[src/hdl/board_reset_cfg.svh]
`ifndef BOARD_RESET_CFG_SVH
`define BOARD_RESET_CFG_SVH

// Register byte addresses
`define ADDR_CTRL        12'h000
`define ADDR_STATUS      12'h004
`define ADDR_LOCMON      12'h008

// Control register fields
`define CTRL_ABORT_EN    0
`define CTRL_RSTSW_DIS   1
`define CTRL_SYSRST_REQ  2
`define CTRL_LOCAL_HOLD  3
`define CTRL_LEVEL_LSB   4
`define CTRL_RESET       32'h0000_0000

// Status register fields
`define STAT_ABORT_PEND  0
`define STAT_SYSCON      1
`define STAT_SYSRST_OUT  2
`define STAT_LOCAL_RST   3

// Timing
`define CLK_PERIOD_NS    5
`define SYSRST_MIN_MS    200
`define SYSRST_CYCLES    ((`SYSRST_MIN_MS * 1000000 + `CLK_PERIOD_NS - 1) / `CLK_PERIOD_NS)
`define DEBOUNCE_CYCLES  16'hFFFF

`endif

[src/hdl/board_reset_pkg.sv]
package board_reset_pkg;
  typedef logic [2:0]  irq_level_t;
  typedef logic [3:0]  locmon_t;
  typedef logic [31:0] word_t;
  typedef logic [11:0] addr_t;
  typedef enum logic [0:0] {STR_IDLE, STR_HOLD} stretch_t;
endpackage

[src/hdl/board_reset_abort_indicators.sv]
`timescale 1ns/1ps
`include "board_reset_cfg.svh"

module board_reset_abort_indicators #(
  parameter int unsigned SYSRST_CYCLES = `SYSRST_CYCLES, // Backplane reset stretch
  parameter bit          HAS_BACKPLANE = 1'b1            // Backplane option fitted
) (
  input  wire logic                       MCLK,            // 200 MHz clock
  input  wire logic                       RST,             // Sync reset, high
  input  wire logic                       CE,              // Clock enable
  input  wire logic                       PSEL,            // APB select
  input  wire logic                       PENABLE,         // APB enable
  input  wire logic                       PWRITE,          // APB direction
  input  wire board_reset_pkg::addr_t     PADDR,           // APB address
  input  wire board_reset_pkg::word_t     PWDATA,          // APB write data
  output board_reset_pkg::word_t          PRDATA,          // APB read data
  output logic                            PREADY,          // APB ready
  output logic                            PSLVERR,         // APB error
  input  wire logic                       POWER_UP_RST,    // Power-up reset request
  input  wire logic                       WATCHDOG_TMO,    // Watchdog timeout
  input  wire logic                       ABORT_SW_N,      // Abort button, low pressed
  input  wire logic                       RESET_SW_N,      // Reset button, low pressed
  input  wire logic                       SYSCON_SEL,      // Board is system controller
  input  wire logic                       SYSRESET_IN_N,   // Backplane reset input
  input  wire logic                       GLOBAL_RST_BIT,  // Global control reset bit
  input  wire board_reset_pkg::locmon_t   LOCMON_IN,       // Location monitor hits
  input  wire logic                       board_failure_n, // Board failure, low active
  input  wire logic                       CPU_HALT,        // Processor halt status
  input  wire logic                       transfer_in_progress_n, // Local cycle, low
  input  wire logic                       NET_MASTER,      // Network owns local bus
  input  wire logic                       DISK_MASTER,     // Disk ctrl owns local bus
  input  wire logic                       BP_STROBE_OUT,   // Board drives address strobe
  input  wire logic                       BP_SLAVE_ACCESS, // Bridge is local bus master
  output logic                            ABORT_IRQ,       // Abort interrupt request
  output board_reset_pkg::irq_level_t     ABORT_IRQ_LEVEL, // Programmed level
  output logic                            SYSRESET_OUT_N,  // Backplane reset drive, low
  output logic                            LOCAL_RST,       // On-board reset
  output board_reset_pkg::locmon_t        LOCMON_OUT,      // Location monitor bits
  output logic                            FAIL_LED,        // Red
  output logic                            HALT_LED,        // Yellow
  output logic                            RUN_LED,         // Green
  output logic                            controller_indicator, // Green
  output logic                            NET_LED,         // Green
  output logic                            DISK_LED,        // Green
  output logic                            BP_LED           // Green
);
  import board_reset_pkg::*;

  typedef struct packed {
    logic        ab_s1;
    logic        ab_s2;
    logic        ab_stable;
    logic [15:0] ab_cnt;
    logic        rs_s1;
    logic        rs_s2;
    logic        abort_en;
    logic        rstsw_dis;
    logic        sysrst_req;
    logic        local_hold;
    irq_level_t  level;
    logic        abort_pend;
    stretch_t    st;
    logic [31:0] st_cnt;
    locmon_t     locmon;
    word_t       prdata;
    logic        pready;
    logic        pslverr;
    logic        irq;
    logic        sysrst_n;
    logic        local_rst;
    logic [6:0]  leds;
  } state_t;

  state_t s_q;
  state_t s_d;

  logic setup;
  logic wr;
  logic abort_edge;
  logic button;
  logic bp_req;

  always_comb begin
    s_d     = s_q;
    setup   = PSEL && !PENABLE;
    // Writes land at the access edge, where the master sees PREADY high
    wr      = PSEL && PENABLE && PWRITE && s_q.pready;
    button  = 1'b0;
    bp_req  = 1'b0;
    abort_edge = 1'b0;

    // Sync both buttons; only the second stage is looked at
    s_d.ab_s1 = !ABORT_SW_N;
    s_d.ab_s2 = s_q.ab_s1;
    s_d.rs_s1 = !RESET_SW_N;
    s_d.rs_s2 = s_q.rs_s1;

    // Accept new abort level only after a stable window; edge on press
    if (s_q.ab_s2 == s_q.ab_stable) begin
      s_d.ab_cnt = 16'h0000;
    end else if (s_q.ab_cnt == `DEBOUNCE_CYCLES) begin
      s_d.ab_cnt    = 16'h0000;
      s_d.ab_stable = s_q.ab_s2;
      abort_edge    = s_q.ab_s2;
    end else begin
      s_d.ab_cnt = s_q.ab_cnt + 16'h0001;
    end

    // Software-disable gates the reset button
    button = s_q.rs_s2 && !s_q.rstsw_dis;

    // Sources of backplane reset, only when controller
    bp_req = SYSCON_SEL && HAS_BACKPLANE &&
             (button || POWER_UP_RST || WATCHDOG_TMO || s_q.sysrst_req);

    // Stretch restarts on every request
    if (bp_req) begin
      s_d.st     = STR_HOLD;
      s_d.st_cnt = 32'h0000_0000;
    end else begin
      unique case (s_q.st)
        STR_IDLE: s_d.st_cnt = 32'h0000_0000;
        STR_HOLD: begin
          if (s_q.st_cnt >= SYSRST_CYCLES - 1) begin
            s_d.st = STR_IDLE;
          end else begin
            s_d.st_cnt = s_q.st_cnt + 32'h0000_0001;
          end
        end
      endcase
    end
    s_d.sysrst_n = !(bp_req || s_d.st == STR_HOLD);

    // Local reset regardless of controller role
    s_d.local_rst = button || POWER_UP_RST || WATCHDOG_TMO ||
                    (HAS_BACKPLANE && (!SYSRESET_IN_N || GLOBAL_RST_BIT ||
                                       s_q.local_hold));

    // Abort pending flag: set beats clear
    if (wr && PADDR == `ADDR_STATUS && PWDATA[`STAT_ABORT_PEND]) begin
      s_d.abort_pend = 1'b0;
    end
    if (abort_edge && s_q.abort_en) begin
      s_d.abort_pend = 1'b1;
    end
    s_d.irq = s_d.abort_pend && s_q.abort_en;

    // Location monitor bits latch hits; software write-one clears
    if (wr && PADDR == `ADDR_LOCMON) begin
      s_d.locmon = s_q.locmon & ~PWDATA[3:0];
    end
    s_d.locmon = s_d.locmon | LOCMON_IN;

    if (wr && PADDR == `ADDR_CTRL) begin
      s_d.abort_en   = PWDATA[`CTRL_ABORT_EN];
      s_d.rstsw_dis  = PWDATA[`CTRL_RSTSW_DIS];
      s_d.sysrst_req = HAS_BACKPLANE && PWDATA[`CTRL_SYSRST_REQ];
      s_d.local_hold = HAS_BACKPLANE && PWDATA[`CTRL_LOCAL_HOLD];
      s_d.level      = PWDATA[`CTRL_LEVEL_LSB +: 3];
    end

    // APB slave: answers in the access cycle, zero wait
    s_d.pready  = setup;
    s_d.pslverr = 1'b0;
    if (setup) begin
      s_d.prdata = 32'h0000_0000;
      unique case (PADDR)
        `ADDR_CTRL: begin
          s_d.prdata[`CTRL_ABORT_EN]       = s_q.abort_en;
          s_d.prdata[`CTRL_RSTSW_DIS]      = s_q.rstsw_dis;
          s_d.prdata[`CTRL_SYSRST_REQ]     = s_q.sysrst_req;
          s_d.prdata[`CTRL_LOCAL_HOLD]     = s_q.local_hold;
          s_d.prdata[`CTRL_LEVEL_LSB +: 3] = s_q.level;
        end
        `ADDR_STATUS: begin
          s_d.prdata[`STAT_ABORT_PEND] = s_q.abort_pend;
          s_d.prdata[`STAT_SYSCON]     = SYSCON_SEL;
          s_d.prdata[`STAT_SYSRST_OUT] = !s_q.sysrst_n;
          s_d.prdata[`STAT_LOCAL_RST]  = s_q.local_rst;
        end
        `ADDR_LOCMON: s_d.prdata[3:0] = s_q.locmon;
        default: s_d.pslverr = 1'b1;
      endcase
    end

    // Front panel lights
    s_d.leds[0] = !board_failure_n;
    s_d.leds[1] = CPU_HALT;
    s_d.leds[2] = !transfer_in_progress_n;
    s_d.leds[3] = SYSCON_SEL && HAS_BACKPLANE;
    s_d.leds[4] = NET_MASTER;
    s_d.leds[5] = DISK_MASTER;
    s_d.leds[6] = HAS_BACKPLANE && (BP_STROBE_OUT || BP_SLAVE_ACCESS);
  end

  // No bus timer here: a non-controller board relies on the system's global timeout
  always_ff @(posedge MCLK) begin
    if (RST) begin
      s_q          <= '0;
      s_q.st       <= STR_HOLD;
      s_q.sysrst_n <= 1'b0;
      s_q.local_rst <= 1'b1;
    end else if (CE) begin
      s_q <= s_d;
    end
  end

  assign PRDATA               = s_q.prdata;
  assign PREADY               = s_q.pready;
  assign PSLVERR              = s_q.pslverr;
  assign ABORT_IRQ            = s_q.irq;
  assign ABORT_IRQ_LEVEL      = s_q.level;
  assign SYSRESET_OUT_N       = s_q.sysrst_n;
  assign LOCAL_RST            = s_q.local_rst;
  assign LOCMON_OUT           = s_q.locmon;
  assign FAIL_LED             = s_q.leds[0];
  assign HALT_LED             = s_q.leds[1];
  assign RUN_LED              = s_q.leds[2];
  assign controller_indicator = s_q.leds[3];
  assign NET_LED              = s_q.leds[4];
  assign DISK_LED             = s_q.leds[5];
  assign BP_LED               = s_q.leds[6];
endmodule

[config.mk]
export PLATFORM = sky130hd
export DESIGN_NAME = board_reset_abort_indicators
export DESIGN_NICKNAME = d
export VERILOG_FILES = /design/src/hdl/board_reset_pkg.sv /design/src/hdl/board_reset_abort_indicators.sv
export VERILOG_INCLUDE_DIRS = /design/src /design/src/hdl
export SDC_FILE = /design/constraint.sdc
export NUM_CORES = 1
export LEC_CHECK = 0
export BUFFER_PORTS_ARGS = -buffer_cell sky130_fd_sc_hd__buf_2
export CAP_MARGIN = 40
export CORE_MARGIN = 4
export CORE_UTILIZATION = 30
export CTS_CLUSTER_DIAMETER = 60
export DETAILED_ROUTE_END_ITERATION = 6
export SLEW_MARGIN = 5
export SYNTH_ARGS = -nofsm -noshare
export SYNTH_HDL_FRONTEND = slang
export SYNTH_SLANG_ARGS = --single-unit
export TNS_END_PERCENT = 20
[constraint.sdc]
create_clock -name MCLK -period 1.9 [get_ports MCLK]
set_input_delay 0.095 -clock MCLK [delete_from_list [all_inputs] [get_ports MCLK]]
set_output_delay 0.095 -clock MCLK [all_outputs]
set_load 0.03 [all_outputs]
* After elaboration in Yosys (flattened, before gate mapping)
Cells that the tools add are included.
** Word-level totals
- Bits in registers :: 85
- Input port bits :: 68
** Cells by class
- Add/subtract/negate cells :: 2
- Order comparisons :: 1
- Equal/unequal tests :: 5
- Muxes and demuxes :: 16
- Bitwise logic cells :: 5
- Reductions and logical operators :: 35
** Operators by type and width (count)
- one-hot mux 32 bit (2 select lines) :: 1
- 2-to-1 mux 33 bit :: 1
- adder 32 x 1 -> 32 bit (second input constant) :: 1
- >= comparator 32 x 26 -> 1 bit (second input constant) :: 1
- 2-to-1 mux 16 bit :: 2
- 2-to-1 mux 32 bit :: 1
- adder 16 x 1 -> 16 bit (second input constant) :: 1
- equality test 16 bit (second input constant) :: 1
- equality test 12 x 3 -> 1 bit (second input constant) :: 1
- equality test 12 x 4 -> 1 bit (second input constant) :: 1
- logical AND 1 bit :: 12
- zero test 12 bit :: 1
- one-hot mux 4 bit (3 select lines) :: 1
- zero test 1 bit :: 9
- logical OR 1 bit :: 8
- 2-to-1 mux 1 bit :: 8
- AND reduction 2 bit :: 3
- AND 4 bit :: 1
- 2-to-1 mux 4 bit :: 1
- NOT 4 bit :: 1
- OR 4 bit :: 1
- 2-to-1 mux 3 bit :: 1
- inequality test 3 bit (second input constant) :: 1
- AND reduction 3 bit :: 1
- 3 further kinds :: 4

* Logic depth before layout (Yosys ltp)
- Word-level depth :: 9
- Depth in mapped cells :: 8
- Gate-level depth less buffers :: 7

* Worst setup path before layout
No wires, ideal clock.
- Path type :: reg2reg
- Start :: reg s_q[62] in the netlist's numbering
- End :: reg s_q[63] in the netlist's numbering
- Library setup time :: 0.070 ns
- Data arrival time :: 1.948 ns
- Slack :: -0.119 ns
- Cell stages (with the launch flop) :: 8
- Cells stage by stage :: dfxtp_1 a2111oi_0 o21a_1 nor4_2 or2_1 buf_6 or4_1 a21oi_1
** Between the ends
- Longest elaborated chain between the ends :: 4
- Elaborated cells on any way between the ends :: 7
- Those cells by class :: add/sub (1); order compare (1); eq/ne (1); mux (3); reduce/logical (1)
** RTL lines
- start, declared :: line board_reset_abort_indicators.sv:74 : state_t s_q;
- adder 32 x 1 -> 32 bit :: line board_reset_abort_indicators.sv:127 : s_d.st_cnt = s_q.st_cnt + 32'h0000_0001;
- 2-to-1 mux 32 bit :: line board_reset_abort_indicators.sv:124 : if (s_q.st_cnt >= SYSRST_CYCLES - 1) begin
- one-hot mux 32 bit (2 select lines) :: line board_reset_abort_indicators.sv:121 : unique case (s_q.st)
- 2-to-1 mux 33 bit :: line board_reset_abort_indicators.sv:117 : if (bp_req) begin
Several ways; a longest one is shown, not always the timed one. The select of a mux whose other input is x is not followed.
A chain may end at the register's enable or synchronous reset.

* Worst setup path in the final report
- Start :: reg s_q[62] in the netlist's numbering
- End :: reg s_q[62] in the netlist's numbering
Same word-level chain as after synthesis.

==> flow_metrics.py <==
metrics = {
    "run_status": {
        "outcome": "finished, violations left",
        "violations": "setup timing",
    },
    "place": {
        "placedCellCount": 807,
        "dpl_cell_area_um2": 5070,
        "gp_congestion": 0.847,
        "dp_hpwl_um": 8210,
        "place_ws_ns": -0.208,
        "io_buffers": 68,
    },
    "worst_setup_path": {
        "crit_chain": "a2111oi_4 -> o21a_1 -> nor4_4 -> or4_4 -> or3_1 -> a21oi_1",
        "cp_data_arrival_time_ns": 2.41,
        "worstPathRequired_ns": 2.17,
        "crit_family": "simple AND/OR/NAND/NOR gates",
        "worst-setup-path-type": "register to register",
        "max_stage_delay_ns": 0.53,
        "crit_start": "s_q[62]",
        "start_kind": "register",
        "r2r_start": "s_q[62]",
        "end_kind": "register",
        "crit_fanout": 6,
        "slowest_stage": "or4_4",
        "critPathBufInv": 0,
    },
    "routing": {
        "drt_pass1_iterations": 4,
        "routed_wl_um": 11400,
        "ant_nets": 0,
        "wl_per_cell_um": 13.6,
        "vias": 4133,
        "drc": 0,
        "via_per_inst": 4.94,
        "drtIter0Drc": 216,
    },
    "synthesis": {
        "post-synth-top-count-cell": "dfxtp_1",
        "ys_top_cells_by_area": "dfxtp_1, buf_4, nor2_1",
        "synth_compound_area_share_pct": 15.7,
        "ys_warn_count": 0,
        "ys_seq_area_share_pct": 39.9,
        "ys.flop_type": "dfxtp_1",
        "syn_inst": 527,
        "synth.top_cell.area_share_pct": 39.9,
        "synth_fa_ha_area_share_pct": 0.586,
        "syn_avg_cell_area_um2": 8.10,
        "synth_cell_types": 55,
        "yosys.area.top_type": "dfxtp_1",
        "synth_edf_count": 0,
        "synth_seq_cells": 85,
        "synth-xor-area-share_pct": 2.67,
        "synth_top_family_by_area": "simple AND/OR/NAND/NOR gates",
        "yosys.area_share.simple_pct": 27.3,
        "synth.mux.area_fraction_pct": 3.99,
        "synth_area_um2": 4270,
        "async_reset_ff_share_pct": 0,
        "synthTopCellsByCount": "dfxtp_1, nor2_1, nand2_1",
    },
    "floorplanning": {
        "core_area_um2": 13900,
        "die_area_um2": 16200,
        "fp.dieW_um": 127,
        "initial_core_util_pct": 30.7,
        "rows": 43,
        "die-height_um": 127,
        "num_io_pins": 119,
    },
    "clocking": {
        "cts_buffer_depth": 2,
        "clk_latency_ns": 0.35,
        "clk_pin_slew_ns": 0.07,
        "cts-root-buf": "clkbuf_16",
        "cts_buffers": 9,
        "h-tree-depth": 3,
        "clock_sinks": 85,
        "cts_tree": "yes",
    },
    "cells_and_area": {
        "syn2layout_area_growth_pct": 34.0,
        "diodes": 0,
        "final_cell_count_no_fill": 837,
        "fillers": 1375,
        "ff_latch_area_um2": 1710,
        "multiInputGateArea_um2": 2450,
        "nNetsFinal": 722,
        "drive_gt1_share_pct": 29.8,
        "final_area_um2": 5720,
    },
    "global_route": {
        "antenna_found_initial": 0,
        "grt_usage_pct": 13.4,
        "grt_max_degree": 41,
        "grt_pass1_wl_um": 18100,
        "grt_pass1_vias": 3933,
        "overflow": 0,
    },
    "timing": {
        "worstMarginPinSlew_ns": 0.587,
        "finalCritPeriodShare_pct": 112,
        "rsz0062_at_grt": "yes",
        "relSlewSlack_pct": 60.7,
        "min_period_ns": 2.14,
        "finClkSkew_ns": 0.00999,
        "setup_violations": 15,
        "drv_slew": 0,
        "hold_viol_final": 0,
        "fmax_ghz": 0.468,
        "fin_hold_ws_ns": 0.0159,
        "setup_ws_ns": -0.236,
    },
    "power_and_ir_drop": {
        "power_density_nw_per_um2": 689,
        "peakVddDrop_mv": 0.503,
        "p_leak_nw": 2.27,
        "total_power_mw": 3.94,
    },
    "hold_path": {
        "hp-start": "PWDATA[1]",
        "hold_path_class": "primary input to register",
    },
    "job": {
        "max-cap-violations": 0,
    },
}
==> cell type report <==
type	count	share of cell area (%)
well taps	180	3.94
flip-flops and latches	85	30.0
inverters	11	0.722
clock inverters	7	1.12
multi-input cells	396	42.9
repair buffers	149	17.4
clock buffers	9	3.94
==> metal layers <==
layer | vias up | GRT usage [%] | share of wire, %
met5 | - | 0 | 0
met4 | 0 | 4.10 | 1.6
met3 | 17 | 3.89 | 3.6
met2 | 88 | 22.2 | 49
met1 | 1951 | 16.8 | 45
li1 | 2077 | - | -
==> timing repair <==
| action | 4_1_cts | 5_1_grt |
|---|---|---|
| pin swaps | 1 | 5 |
| setup endpoints to repair | 26 | 29 |
| hold endpoints to repair | 13 | 0 |
| gates resized for setup | 10 | 36 |
| buffers inserted | 0 | 2 |
| hold buffers | 13 | 0 |
==> cells by family (layout without fill, tap and decap cells) <==
family,count (synthesis),after routing
AOI/OAI and AO/OA,110,110
xor gates and xnor gates,13,13
adders and majority gates,2,2
buffers and inverters,70,176
DFF,85,85
muxes,17,17
other,1,25
and+or+nand+nor,229,229
==> sequential cells by signal (all words and copies together), names as in the netlist, 2 cells and up <==
register         cells
s_q                 57
PRDATA               7
ABORT_IRQ_LEVEL      3
s_d                  2
LOCMON_OUT           4
==> cell usage in the layout (no fill, tap or decap), types with 3 or more instances in the layout <==
cell / netlist / layout
conb_1: 1 / 25
nor3_2: 0 / 4
nor2_1: 62 / 61
dfxtp_2: 0 / 7
and2_1: 5 / 5
a21oi_1: 34 / 32
mux2i_1: 17 / 17
nand2_1: 51 / 50
clkbuf_16: 0 / 9
inv_8: 0 / 3
nor4_1: 9 / 3
buf_2: 1 / 68
dlygate4sd3_1: 0 / 13
and3_1: 7 / 6
a211oi_1: 11 / 11
nor3_1: 18 / 13
nand3_1: 24 / 24
nand4_1: 14 / 14
nor4_4: 1 / 6
buf_4: 39 / 66
a31oi_1: 8 / 8
o21a_1: 3 / 3
or4_1: 3 / 3
o31ai_1: 3 / 3
dfxtp_1: 85 / 77
xnor2_1: 11 / 10
nand2b_1: 3 / 3
or3_1: 11 / 10
inv_1: 11 / 11
o21ai_0: 35 / 35
==> power by group <==
group / internal, mW / total (mW) / switching, mW
clock: 0.921 / 1.72 / 0.804
combinational: 0.131 / 0.387 / 0.255
sequential: 1.81 / 1.83 / 0.0209
total: 2.86 / 3.94 / 1.08
==> stage by stage <==
| step | util, % | setup TNS (ns) |
|---|---|---|
| after floorplan | - | -0.404 |
| after global placement | 36.5 | -1.21 |
| after detailed placement | 36.5 | -2.74 |
| after CTS | 39.9 | -1.92 |
| after global routing | 41.2 | -3.86 |
| final | 41.2 | -1.83 |
==> worst register-to-register path: stages, from the launching register on <==
cell,delay (ns)
dfxtp_2,0.34
a2111oi_4,0.35
o21a_1,0.28
nor4_4,0.07
or4_4,0.53
or3_1,0.36
a21oi_1,0.14
==> final timing paths <==
| check | slack [ns] | to | cells past startpoint |
|---|---|---|---|
| setup / recovery | -0.24 | s_q[62] | 6 |
| hold / removal | 0.02 | s_q[87] | 3 |
| setup reg to reg | -0.24 | s_q[62] | 6 |
| hold reg to reg | 0.46 | ABORT_IRQ | 2 |
Power figures use the tool's default switching activity.
